==> config.mk <==
export PLATFORM = sky130hd
export DESIGN_NAME = fpm_menu_editor
export DESIGN_NICKNAME = d
export VERILOG_FILES = /design/src/fpm_pkg.sv /design/src/fpm_menu_editor.sv
export SDC_FILE = /design/constraint.sdc
export NUM_CORES = 2
export LEC_CHECK = 0
export BUFFER_PORTS_ARGS = -buffer_cell sky130_fd_sc_hd__clkbuf_2
export CAP_MARGIN = 5
export CORE_UTILIZATION = 30
export DETAILED_ROUTE_END_ITERATION = 16
export HOLD_SLACK_MARGIN = 0.08
export SKIP_LAST_GASP = 1
export SLEW_MARGIN = 20
export SYNTH_ARGS = -nofsm -noshare
export SYNTH_HDL_FRONTEND = slang
export SYNTH_SLANG_ARGS = --single-unit
==> constraint.sdc <==
create_clock -name pclk -period 29.5 [get_ports pclk]
set_clock_uncertainty 0.1 [all_clocks]
set_input_delay 1.475 -clock pclk [delete_from_list [all_inputs] [get_ports pclk]]
set_output_delay 1.475 -clock pclk [all_outputs]
set_load 0.1 [all_outputs]
==> src/fpm_pkg.sv <==
// Shared constants, types and register map of the front panel menu editor
package fpm_pkg;

  // ----------------------------------------------------------------
  // Clock and timing
  // ----------------------------------------------------------------
  localparam int CLK_KHZ = 40000;
  localparam int HOLD_MS = 3000;
  localparam int ABBR_MS = 2000;
  localparam int BLINK_MS = 250;
  localparam int DEB_US = 500;
  localparam int HOLD_CYC = HOLD_MS * CLK_KHZ;
  localparam int ABBR_CYC = ABBR_MS * CLK_KHZ;
  localparam int BLINK_CYC = BLINK_MS * CLK_KHZ;
  localparam int DEB_CYC = (DEB_US * CLK_KHZ) / 1000;

  // ----------------------------------------------------------------
  // Menu and arithmetic
  // ----------------------------------------------------------------
  localparam logic [2:0] SCR_SCALE = 3'h6;
  localparam logic [2:0] SCR_LAST = 3'h7;
  localparam logic [2:0] CUR_LAST = 3'h4;
  localparam logic [2:0] DP_MAX = 3'h5;
  localparam logic [2:0] DP_RESET = 3'h3;
  localparam logic [3:0] DIG_MAX = 4'h9;
  localparam int ADC_COUNTS = 20000;
  localparam int NKEY = 6;

  // ----------------------------------------------------------------
  // Register byte offsets
  // ----------------------------------------------------------------
  localparam logic [7:0] OFF_PARAM0 = 8'h00;
  localparam logic [7:0] OFF_DP = 8'h1c;
  localparam logic [7:0] OFF_STAT = 8'h20;
  localparam logic [7:0] OFF_CTRL = 8'h24;
  localparam logic [7:0] OFF_APPLIED = 8'h28;
  localparam logic [15:0] FS_REF_MV = 16'h2710;

  typedef enum logic [1:0] {ST_READ, ST_ABBR, ST_VAL} fpm_state_e;

  // Sign plus five BCD digits, leftmost digit in the top nibble
  typedef struct packed {
    logic neg;
    logic [19:0] bcd;
  } fpm_val_s;

  localparam fpm_val_s V_SPH = '{neg: 1'b0, bcd: 20'h11000};
  localparam fpm_val_s V_SPL = '{neg: 1'b1, bcd: 20'h11000};
  localparam fpm_val_s V_HYS = '{neg: 1'b0, bcd: 20'h00020};
  localparam fpm_val_s V_SCALE = '{neg: 1'b0, bcd: 20'h10000};

  typedef struct packed {
    logic menu;
    logic up;
    logic right;
    logic zero;
    logic full_scale;
    logic remote_zero_n;
  } fpm_keys_s;

  typedef struct packed {
    fpm_state_e mode;
    logic [2:0] screen;
    fpm_val_s value;
    logic [2:0] cursor;
    logic digit_hidden;
    logic sign_lamp;
    logic [2:0] decimal_position;
    logic full_scale_trim_active;
    logic signed [31:0] reading;
  } fpm_disp_s;

endpackage : fpm_pkg

==> src/fpm_menu_editor.sv <==
// Front panel keypad and menu editor with APB register access
//
// How it works
// - Menu key steps eight screens in fixed order.
// - Each screen shows its abbreviation for a while, then the value.
// - Once scrolling begins, reading returns only after the last screen.
// - Selected digit blinks; menu accepts value and advances.
// - Up key adds one to the selected digit, 0 to 9.
// - Leftmost digit steps 0..9 then -0..-9, twenty states.
// - Sign lamp off when positive, flashes with leftmost digit if negative.
// - Right key moves cursor one digit right; new digit blinks.
// - On decimal screen up moves decimal point one place left.
// - On decimal screen each up press stores the position at once; menu returns to reading.
// - Zero key held three seconds zeroes; shorter holds do nothing.
// - Zero offsets only the displayed reading.
// - Remote zero held low three seconds gives the same zero.
// - Keypad scale count accepted only within 1 to 99999; APB writes are stored unchecked.
// - Displayed step equals scale count over 20000.
// - New scale count stored at once, applied at full-scale calibration.
// - Decimal point shown on scale screen but ignored for value.
// - Scale count defaults to +10000, full-scale reference 10 V.
// - Decimal position has six settings, five decimals to none.
// - Full-scale key held three seconds toggles calibration and lamp.
//
// The APB slave port and the register offsets were chosen for this implementation.
`timescale 1ns/100ps
module fpm_menu_editor #(
  parameter int HOLD_CYC = fpm_pkg::HOLD_CYC,
  parameter int ABBR_CYC = fpm_pkg::ABBR_CYC,
  parameter int BLINK_CYC = fpm_pkg::BLINK_CYC,
  parameter int DEB_CYC = fpm_pkg::DEB_CYC
) (
  input wire logic pclk,
  input wire logic presetn,
  input wire logic psel,
  input wire logic penable,
  input wire logic pwrite,
  input wire logic [7:0] paddr,
  input wire logic [31:0] pwdata,
  output logic [31:0] prdata,
  output logic pready,
  output logic pslverr,
  input wire fpm_pkg::fpm_keys_s keys,
  input wire logic signed [17:0] adc_counts,
  output fpm_pkg::fpm_disp_s disp
);

  // ----------------------------------------------------------------
  // Key debounce and edge detect
  // ----------------------------------------------------------------
  logic [fpm_pkg::NKEY-1:0] raw_w;
  logic [fpm_pkg::NKEY-1:0] db_ff;
  logic [fpm_pkg::NKEY-1:0] db_q_ff;
  logic [fpm_pkg::NKEY-1:0] ev_w;
  logic keys_off_ff;
  // Remote zero is active low, so invert it into a common press level
  assign raw_w = {keys.menu, keys.up, keys.right, keys.zero, keys.full_scale, ~keys.remote_zero_n};

  for (genvar k = 0; k < fpm_pkg::NKEY; k++) begin : g_deb
    logic [31:0] cnt_ff;
    always_ff @(posedge pclk or negedge presetn) begin
      if (!presetn) begin
        cnt_ff <= '0;
        db_ff[k] <= 1'b0;
      end else if (raw_w[k] == db_ff[k]) begin
        cnt_ff <= '0;
      end else if (cnt_ff == DEB_CYC - 1) begin
        cnt_ff <= '0;
        db_ff[k] <= raw_w[k];
      end else begin
        cnt_ff <= cnt_ff + 32'h1;
      end
    end
  end

  always_ff @(posedge pclk or negedge presetn) begin
    if (!presetn) db_q_ff <= '0;
    else db_q_ff <= db_ff;
  end
  // one step per press; control register can lock the panel
  assign ev_w = db_ff & ~db_q_ff & {fpm_pkg::NKEY{~keys_off_ff}};

  logic menu_ev;
  logic up_ev;
  logic right_ev;
  assign menu_ev = ev_w[5];
  assign up_ev = ev_w[4];
  assign right_ev = ev_w[3];

  // ----------------------------------------------------------------
  // Long hold timers for zero and full scale
  // ----------------------------------------------------------------
  logic zero_held;
  logic fs_held;
  logic [31:0] zero_cnt_ff;
  logic [31:0] fs_cnt_ff;
  logic zero_fire;
  logic fs_fire;
  // remote zero shares the front panel zero timer
  assign zero_held = (db_ff[2] | db_ff[0]) & ~keys_off_ff;
  assign fs_held = db_ff[1] & ~keys_off_ff;
  // Saturating counters fire once per hold
  assign zero_fire = zero_held && (zero_cnt_ff == HOLD_CYC - 1);
  assign fs_fire = fs_held && (fs_cnt_ff == HOLD_CYC - 1);

  always_ff @(posedge pclk or negedge presetn) begin
    if (!presetn) begin
      zero_cnt_ff <= '0;
      fs_cnt_ff <= '0;
    end else begin
      zero_cnt_ff <= !zero_held ? '0 : (zero_cnt_ff < HOLD_CYC ? zero_cnt_ff + 32'h1 : zero_cnt_ff);
      fs_cnt_ff <= !fs_held ? '0 : (fs_cnt_ff < HOLD_CYC ? fs_cnt_ff + 32'h1 : fs_cnt_ff);
    end
  end

  // ----------------------------------------------------------------
  // Menu state machine and edit buffer
  // ----------------------------------------------------------------
  fpm_pkg::fpm_state_e st_ff;
  fpm_pkg::fpm_state_e nxt_st;
  logic [2:0] scr_ff;
  logic [2:0] cur_ff;
  logic [31:0] abbr_cnt_ff;
  fpm_pkg::fpm_val_s ed_ff;
  fpm_pkg::fpm_val_s prm_ff [7];
  logic [2:0] dp_ff;
  logic in_val;
  logic accept;
  logic last_scr;
  logic [3:0] sel_dig;
  logic [2:0] sh;
  logic [16:0] ed_bin;
  logic scale_ok;
  fpm_pkg::fpm_val_s ed_up;

  assign in_val = (st_ff == fpm_pkg::ST_VAL);
  assign last_scr = (scr_ff == fpm_pkg::SCR_LAST);
  // Menu during the abbreviation accepts the unchanged value too
  assign accept = menu_ev && (st_ff != fpm_pkg::ST_READ);
  assign sh = 3'(fpm_pkg::CUR_LAST - cur_ff);
  assign sel_dig = ed_ff.bcd[sh*4 +: 4];

  // decimal point plays no part in the scale count
  function automatic logic [16:0] bcd2bin(input logic [19:0] b);
    logic [16:0] r;
    r = '0;
    for (int i = 4; i >= 0; i--) begin
      r = 17'(r * 17'd10 + 17'(b[i*4 +: 4]));
    end
    return r;
  endfunction
  // scale digits read as an integer whatever the point
  assign ed_bin = bcd2bin(ed_ff.bcd);
  // zero or negative scale counts are refused
  assign scale_ok = !ed_ff.neg && (ed_bin != 17'h0);

  always_comb begin
    ed_up = ed_ff;
    if (sel_dig != fpm_pkg::DIG_MAX) begin
      ed_up.bcd[sh*4 +: 4] = sel_dig + 4'h1;
    end else begin
      ed_up.bcd[sh*4 +: 4] = 4'h0;
      // leftmost digit wraps into the other sign
      if (cur_ff == 3'h0) ed_up.neg = ~ed_ff.neg;
    end
  end

  always_comb begin
    nxt_st = st_ff;
    unique case (st_ff)
      fpm_pkg::ST_READ: if (menu_ev) nxt_st = fpm_pkg::ST_ABBR;
      fpm_pkg::ST_ABBR: begin
        if (menu_ev) nxt_st = last_scr ? fpm_pkg::ST_READ : fpm_pkg::ST_ABBR;
        else if (abbr_cnt_ff == ABBR_CYC - 1) nxt_st = fpm_pkg::ST_VAL;
      end
      // reading only after the last screen
      fpm_pkg::ST_VAL: if (menu_ev) nxt_st = last_scr ? fpm_pkg::ST_READ : fpm_pkg::ST_ABBR;
    endcase
  end

  // Screen, timer and cursor
  always_ff @(posedge pclk or negedge presetn) begin
    if (!presetn) begin
      st_ff <= fpm_pkg::ST_READ;
      scr_ff <= '0;
      cur_ff <= '0;
      abbr_cnt_ff <= '0;
    end else begin
      st_ff <= nxt_st;
      abbr_cnt_ff <= (nxt_st == fpm_pkg::ST_ABBR && !menu_ev) ? abbr_cnt_ff + 32'h1 : '0;
      if (st_ff == fpm_pkg::ST_READ && menu_ev) scr_ff <= '0;
      else if (accept && !last_scr) scr_ff <= scr_ff + 3'h1;
      if (menu_ev) cur_ff <= '0;
      // cursor one step right, wraps after the last digit
      else if (in_val && right_ev) cur_ff <= (cur_ff == fpm_pkg::CUR_LAST) ? 3'h0 : cur_ff + 3'h1;
    end
  end

  // Edit buffer loads the stored value when the abbreviation of screens 0 to 6 gives way to its value; the last screen loads nothing
  always_ff @(posedge pclk or negedge presetn) begin
    if (!presetn) ed_ff <= '0;
    else if (st_ff == fpm_pkg::ST_ABBR && nxt_st == fpm_pkg::ST_VAL && !last_scr) ed_ff <= prm_ff[scr_ff];
    else if (in_val && up_ev && !last_scr) ed_ff <= ed_up;
  end

  // ----------------------------------------------------------------
  // Stored configuration and APB writes
  // ----------------------------------------------------------------
  logic apb_wr;
  logic apb_rd_setup;
  logic [2:0] widx;
  logic hit_prm;
  logic hit_known;
  assign apb_wr = psel && penable && pready && pwrite;
  assign apb_rd_setup = psel && !penable;
  assign widx = paddr[4:2];
  assign hit_prm = (paddr[7:5] == 3'h0) && (paddr[1:0] == 2'h0);
  assign hit_known = hit_prm || paddr == fpm_pkg::OFF_STAT || paddr == fpm_pkg::OFF_CTRL
                     || paddr == fpm_pkg::OFF_APPLIED;

  for (genvar p = 0; p < 7; p++) begin : g_prm
    // Factory value of this slot: thresholds alternate sign, then margins, then scale
    localparam fpm_pkg::fpm_val_s RST_V = (p == 6) ? fpm_pkg::V_SCALE : (p >= 4) ? fpm_pkg::V_HYS
                                         : (((p % 2) == 1) ? fpm_pkg::V_SPL : fpm_pkg::V_SPH);
    logic take_ed;
    // menu accepts the whole edited value
    assign take_ed = in_val && menu_ev && scr_ff == 3'(p) && (p != 6 || scale_ok);
    always_ff @(posedge pclk or negedge presetn) begin
      if (!presetn) prm_ff[p] <= RST_V;
      else if (take_ed) prm_ff[p] <= ed_ff;
      else if (apb_wr && hit_prm && widx == 3'(p)) prm_ff[p] <= pwdata[20:0];
    end
  end

  // decimal point steps left, six settings
  always_ff @(posedge pclk or negedge presetn) begin
    if (!presetn) dp_ff <= fpm_pkg::DP_RESET;
    else if (in_val && last_scr && up_ev) dp_ff <= (dp_ff == fpm_pkg::DP_MAX) ? 3'h0 : dp_ff + 3'h1;
    else if (apb_wr && paddr == fpm_pkg::OFF_DP && pwdata[2:0] <= fpm_pkg::DP_MAX) dp_ff <= pwdata[2:0];
  end

  always_ff @(posedge pclk or negedge presetn) begin
    if (!presetn) keys_off_ff <= 1'b0;
    else if (apb_wr && paddr == fpm_pkg::OFF_CTRL) keys_off_ff <= pwdata[0];
  end

  // ----------------------------------------------------------------
  // Full scale calibration, zero and reading
  // ----------------------------------------------------------------
  logic fs_on_ff;
  logic [16:0] scale_app_ff;
  logic signed [31:0] zero_off_ff;
  logic signed [35:0] prod;
  logic signed [31:0] pre_zero;
  assign prod = adc_counts * $signed({1'b0, scale_app_ff});
  // step is scale count over converter counts
  assign pre_zero = fs_on_ff ? 32'(prod / fpm_pkg::ADC_COUNTS) : 32'(adc_counts);

  always_ff @(posedge pclk or negedge presetn) begin
    if (!presetn) begin
      fs_on_ff <= 1'b1;
      scale_app_ff <= 17'(fpm_pkg::V_SCALE.bcd >> 16) * 17'd10000;
      zero_off_ff <= '0;
    end else begin
      // toggle calibration on a long hold
      if (fs_fire) fs_on_ff <= ~fs_on_ff;
      // stored scale applied only at calibration
      if (fs_fire && !fs_on_ff) scale_app_ff <= bcd2bin(prm_ff[fpm_pkg::SCR_SCALE].bcd);
      // offset applies to the display only
      if (zero_fire) zero_off_ff <= pre_zero;
    end
  end

  // ----------------------------------------------------------------
  // Display drive
  // ----------------------------------------------------------------
  logic [31:0] blink_cnt_ff;
  logic blink_ff;
  always_ff @(posedge pclk or negedge presetn) begin
    if (!presetn) begin
      blink_cnt_ff <= '0;
      blink_ff <= 1'b0;
    end else if (blink_cnt_ff == BLINK_CYC - 1) begin
      blink_cnt_ff <= '0;
      blink_ff <= ~blink_ff;
    end else begin
      blink_cnt_ff <= blink_cnt_ff + 32'h1;
    end
  end

  // All display fields are registered
  always_ff @(posedge pclk or negedge presetn) begin
    if (!presetn) begin
      disp <= '0;
    end else begin
      disp.mode <= st_ff;
      disp.screen <= scr_ff;
      disp.value <= ed_ff;
      disp.cursor <= cur_ff;
      disp.digit_hidden <= in_val && blink_ff;
      // lamp flashes with the leftmost digit when negative
      disp.sign_lamp <= in_val && ed_ff.neg && !(cur_ff == 3'h0 && blink_ff);
      // point still shown on the scale screen
      disp.decimal_position <= dp_ff;
      disp.full_scale_trim_active <= fs_on_ff;
      disp.reading <= pre_zero - zero_off_ff;
    end
  end

  // ----------------------------------------------------------------
  // APB read and answer, no wait state
  // ----------------------------------------------------------------
  logic [31:0] rd_w;
  // Status bit 2 is a spare so that the screen field sits on bits 5:3
  assign rd_w = hit_prm ? (widx == 3'h7 ? {29'h0, dp_ff} : {11'h0, prm_ff[widx]})
              : paddr == fpm_pkg::OFF_STAT ? {fpm_pkg::FS_REF_MV, 6'h0, fs_on_ff, cur_ff, scr_ff, 1'b0, st_ff}
              : paddr == fpm_pkg::OFF_CTRL ? {31'h0, keys_off_ff}
              : paddr == fpm_pkg::OFF_APPLIED ? {15'h0, scale_app_ff} : 32'h0;

  // Answer always one cycle after setup: no stall logic, but no slow register either
  always_ff @(posedge pclk or negedge presetn) begin
    if (!presetn) begin
      pready <= 1'b0;
      pslverr <= 1'b0;
      prdata <= '0;
    end else begin
      pready <= apb_rd_setup;
      pslverr <= apb_rd_setup && !hit_known;
      if (apb_rd_setup) prdata <= rd_w;
    end
  end
endmodule : fpm_menu_editor

; Word level (Yosys, flattened, before mapping)
; Cells that the tools add are included.
; Widths: inputs -> output; s select.
[op_classes]
addsub = 25
multipliers = 9
div = 1
order_cmp = 5
eq_ne = 44
shifts = 4
n_mux = 65
bitwise_logic = 19
n_reduce_logical = 82
[ops]
columns = op, n
row1 = $mux 32, 19
row2 = $mux 21, 21
row3 = $add 32x1->32 const B, 10
row4 = $eq 32x15->1 const B, 6
row5 = $bmux 21 s3, 2
row6 = $eq 32x27->1 const B, 3
row7 = $add 17x4->17, 4
row8 = $lt 32x27->1 const B, 2
row9 = $mux 30, 2
row10 = $logic_and 1x1->1, 45
row11 = $bwmux 20, 2
row12 = $div 36x16->36 const B, 1
row13 = $mul 18x18->36, 1
row14 = $mul 17x3->16 const B, 2
row15 = $mux 17, 2
row16 = $neg 5->34, 1
row17 = $shift 4x34->20 const A, 1
row18 = $shiftx 4x34->20, 1
row19 = $shiftx 4x34->20 const A, 1
row20 = $eq 32x24->1 const B, 1
row21 = $mul 14x3->16 const B, 2
row22 = $sub 32x32->32, 1
row23 = $eq 3x3->1 const B, 10
row24 = $add 13x4->14, 2
row25 = other kinds (37), 112
[totals]
regBits = 664
inputBits = 69
out_inout_bits = 101

; Logic depth before layout (Yosys ltp)
[depth]
word_depth = 12
mapped_depth = 146

; Worst setup path before layout
; OpenSTA, ideal clock, no wires.
[synth_path]
kind = input-to-reg
start = in adc_counts[17]
end = reg disp[31] in the netlist's numbering
t_arrival_ns = 32.265
required_ns = 29.270
path_slack_ns = -2.994
path_stages = 134
path_cell_list = clkbuf_1 -> clkbuf_1 -> nand2_1 -> fa_1 -> inv_1 -> fa_1 -> fa_1 -> fa_1 -> fa_1 -> inv_1 -> fa_1 -> inv_1 -> ha_1 -> clkbuf_1 -> a21o_1 -> a31o_2 -> or4_1 -> nand4_1 -> [98 not listed] -> a21oi_1 -> o21ai_0 -> a21oi_1 -> o21ai_0 -> a21oi_1 -> o21ai_0 -> a21oi_1 -> o21ai_0 -> a21oi_1 -> o21ai_0 -> a21oi_1 -> o21ai_0 -> a21oi_1 -> o21bai_1 -> a21o_1 -> a21oi_1 -> xor2_1 -> xnor2_1
[synth_between]
elab_chain_len = 4
[synth_lines]
columns = element, line
row1 = start: declaration, fpm_menu_editor.sv:44  ; input wire logic signed [17:0] adc_counts,
row2 = $mul 18x18->36, fpm_menu_editor.sv:255  ; assign prod = adc_counts * $signed({1'b0, scale_app_ff});
row3 = $div 36x16->36, fpm_menu_editor.sv:257  ; assign pre_zero = fs_on_ff ? 32'(prod / fpm_pkg::ADC_COUNTS) : 32'(adc_counts);
row4 = $mux 32, fpm_menu_editor.sv:257
row5 = net pre_zero[2], fpm_menu_editor.sv:254  ; logic signed [31:0] pre_zero;
row6 = $sub 32x32->32, fpm_menu_editor.sv:306  ; disp.reading <= pre_zero - zero_off_ff;
row7 = end: declaration, fpm_menu_editor.sv:45  ; output fpm_pkg::fpm_disp_s disp
; The timed path passes the listed nets, and every way through them passes these cells.
; A chain may end at the register's enable or synchronous reset.

; Final worst setup path
; Same ends and word-level chain as after synthesis.

==> impl_metrics.py <==
metrics = {
    "global_routing": {
        "antenna_found_initial": 36,
        "grt_max_degree": 87,
        "track_usage_pct": 18.29,
        "grt_overflow": 0,
        "grt_pass1_wl_microns": 306600,
        "grt_pass1_vias": 57215,
    },
    "detailed_routing": {
        "drt_pre_antenna_iters": 6,
        "drt-total-wl_microns": 195100,
        "via_per_inst": 5.112,
        "post_drt_wl_per_cell_microns": 17.58,
        "vias": 56729,
        "ant_nets": 0,
        "drc": 0,
        "drtIter0Drc": 3325,
    },
    "cells_and_area": {
        "drive_gt1_share_pct": 28.24,
        "final_util_pct": 39.59,
        "final_nets": 9048,
        "syn2layout_area_growth_pct": 31.22,
    },
    "clock_network": {
        "clk_pin_slew_ns": 0.06,
        "cts_tree": "yes",
        "cts_max_level": 3,
        "clockBufferDepth": 3,
        "numCtsBuffers": 72,
        "clkLatencyLatePin_ns": 0.70,
        "cts.sinks": 651,
        "root_buffer": "clkbuf_16",
    },
    "critical_path": {
        "cp_slowest_cell": "fa_1",
        "rrSetupSlack_ns": -0.43,
        "crit_type": "primary input to register",
        "crit_family": "compound AO/OA/AOI/OAI gates",
        "slowest_delay_ns": 0.56,
        "cp_common_cell": "buf_4",
        "crit_required_ns": 29.98,
        "rr_endpoint": "disp[31]",
        "critPathMaxFanout": 8,
        "cp-endpoint": "disp[31]",
        "cp-end-kind": "register",
        "start_kind": "primary input",
        "r2r-start": "scale_app_ff[5]",
        "cp.depth": 148,
        "r2r_cells": 147,
        "cp_num_buf_inv": 31,
        "worstPathArrival_ns": 30.78,
        "startpoint": "adc_counts[17]",
    },
    "logic_synthesis": {
        "synthArstFlopShare_pct": 100.0,
        "ys_warn_count": 0,
        "ys_seq_area_share_pct": 26.46,
        "synth.distinct_cells": 150,
        "synth_cells": 7059,
        "yosys-top-cells-area": "dfrtp_1, fa_1, ha_1",
        "ys_ff_latch": 651,
        "ys.flop_type": "dfrtp_1",
        "synth_edf_count": 0,
        "avgSynthCellArea_sq_um": 8.735,
        "syn-cell-area_sq_um": 61660,
        "yosys.area.top_type_share_pct": 25.57,
        "yosysTopAreaCell": "dfrtp_1",
    },
    "die": {
        "fp-row-count": 166,
        "start_util_pct": 30.17,
        "coreArea_sq_um": 204400,
        "boundaryPins": 170,
        "dieArea_sq_um": 207400,
        "die_x_microns": 455.4,
        "fp.dieH_microns": 455.4,
    },
    "timing": {
        "final-setup-viol-count": 6,
        "period_share_pct": 102.7,
        "max_freq_ghz": 0.03300,
        "slew_headroom_pct": 26.69,
        "setup_slack_ns": -0.8058,
        "tightest_slew_ns": 1.092,
        "hold_ws_ns": 0.3696,
        "report.final.slew_viol_count": 0,
        "rsz0062_at_grt": "yes",
        "finalCriticalPeriod_ns": 30.31,
        "hold_viol": 0,
    },
    "status": {
        "outcome": "finished, violations left",
        "violations": "setup timing",
    },
    "run": {
        "drv_cap": 0,
    },
    "worst_hold_path": {
        "min-delay-start": "blink_cnt_ff[31]",
        "hold_class": "register to register",
    },
    "place": {
        "pre_cts_ws_ns": -2.412,
        "dp_hpwl_microns": 148300,
        "port_buffers": 151,
        "place_congestion": 0.8929,
    },
}
==> layer usage <==
metal	vias up	part of all wire, %	GRT usage [%]
met5	-	0.059	0
met4	18	3.1	5.553
met3	344	5.0	2.606
met2	1278	49	32.43
met1	28003	42	22.78
li1	27086	-	-
==> cells in the mapped netlist (21+ instances only) <==
master / instances
a211o_1: 21
a211oi_1: 40
a21o_1: 74
a21oi_1: 351
a221oi_1: 27
a31oi_1: 51
and2_1: 227
and3_1: 111
and4_1: 21
buf_1: 22
buf_4: 29
clkbuf_1: 238
dfrtp_1: 630
dfstp_2: 21
fa_1: 328
ha_1: 308
inv_1: 576
mux2_2: 58
mux2i_1: 215
mux4_2: 48
nand2_1: 725
nand2b_1: 42
nand3_1: 207
nand4_1: 97
nor2_1: 649
nor2b_1: 30
nor3_1: 127
nor4_1: 55
o211ai_1: 39
o21a_1: 25
o21ai_0: 348
o21ai_1: 35
o21bai_1: 41
or2_2: 26
or3_1: 65
xnor2_1: 323
xor2_1: 272
==> layout make-up <==
cell class | instances | area (sq um)
fillers | 20176 | 123500
repair buffers | 1517 | 11430
inverters | 583 | 2192
clock inverters | 37 | 573.1
well taps | 2688 | 3363
diodes | 10 | 25.02
multi-input cells | 5518 | 44940
flip-flops and latches | 651 | 16320
clock buffers | 94 | 2077
==> state kept, by name, summed over array words and instances, names as in the netlist, 2 cells and up <==
| register | flops |
|---|---|
| zero_cnt_ff | 32 |
| prm_ff | 147 |
| st_ff | 2 |
| g_deb.cnt_ff | 192 |
| ed_ff | 21 |
| blink_cnt_ff | 32 |
| db_q_ff | 3 |
| fs_cnt_ff | 32 |
| dp_ff | 3 |
| db_ff | 6 |
| scale_app_ff | 17 |
| cur_ff | 3 |
| prdata | 22 |
| zero_off_ff | 32 |
| scr_ff | 3 |
| abbr_cnt_ff | 32 |
| disp | 67 |
==> metrics by stage <==
stage	instances	area [sq um]	setup TNS, ns
6_report	11098	80910	-2.724
5_1_grt	11093	80900	-14.37
4_1_cts	11024	79150	-1.168
3_5_place_dp	10777	74360	-21.94
3_3_place_gp	10777	74360	-18.18
2_1_floorplan	7067	62500	-0.9518
==> worst min path at each step <==
stage / endpoint / slack (ns) / cells after the start
after floorplan: disp[41] / 0.25 / 0
after global placement: disp[65] / 0.35 / 0
after detailed placement: db_q_ff[4] / 0.36 / 0
after CTS: db_q_ff[4] / 0.37 / 0
after global routing: db_q_ff[4] / 0.38 / 0
final: blink_cnt_ff[31] / 0.37 / 1
==> cell usage in the layout, fill, tap and decap left out, types with 24 or more instances in the layout <==
| cell | n |
|---|---|
| ha_1 | 293 |
| o21ai_0 | 301 |
| nor4_1 | 48 |
| a21oi_1 | 284 |
| o211ai_1 | 39 |
| nor3_2 | 24 |
| a31oi_1 | 41 |
| o21ai_1 | 43 |
| xor2_1 | 267 |
| nor2_1 | 627 |
| and3_1 | 106 |
| xnor2_1 | 300 |
| or2_2 | 25 |
| mux2_2 | 47 |
| buf_4 | 1312 |
| dfrtp_1 | 629 |
| clkbuf_16 | 75 |
| nor3_1 | 104 |
| nand3_1 | 193 |
| nand4_1 | 97 |
| and2_1 | 212 |
| or3_1 | 54 |
| nand2_1 | 716 |
| mux2i_1 | 209 |
| a21oi_2 | 64 |
| nand2b_1 | 39 |
| o21ai_2 | 42 |
| inv_1 | 571 |
| mux4_2 | 48 |
| o21bai_1 | 40 |
| buf_6 | 45 |
| clkbuf_2 | 137 |
| a21o_1 | 73 |
| nor2b_1 | 29 |
| fa_1 | 320 |
==> kinds of logic (layout without fill, tap and decap cells) <==
| group | after synthesis | count (layout) | share of synthesized area (%) |
|---|---|---|---|
| xor gates and xnor gates | 602 | 602 | 8.654 |
| other | 1 | 19 | 0.006082 |
| AOI/OAI and AO/OA | 1416 | 1417 | 15.65 |
| adders and majority gates | 642 | 642 | 17.00 |
| DFF | 651 | 651 | 26.46 |
| muxes | 325 | 325 | 6.398 |
| buffers and inverters | 899 | 2231 | 5.791 |
| and+or+nand+nor | 2523 | 2523 | 20.04 |
==> timing repair <==
| item | in CTS | in global routing |
|---|---|---|
| hold endpoints to repair | 0 | 0 |
| gates resized for setup | 262 | 258 |
| hold buffers | 0 | 0 |
| setup endpoints to repair | 14 | 21 |
| buffers inserted | 115 | 66 |
| gates cloned | 1 | 1 |
| pin swaps | 126 | 149 |
Power is left out: the tool's default activity adds up to more than one toggle a clock period on the data nets, which glitch-free logic cannot reach.
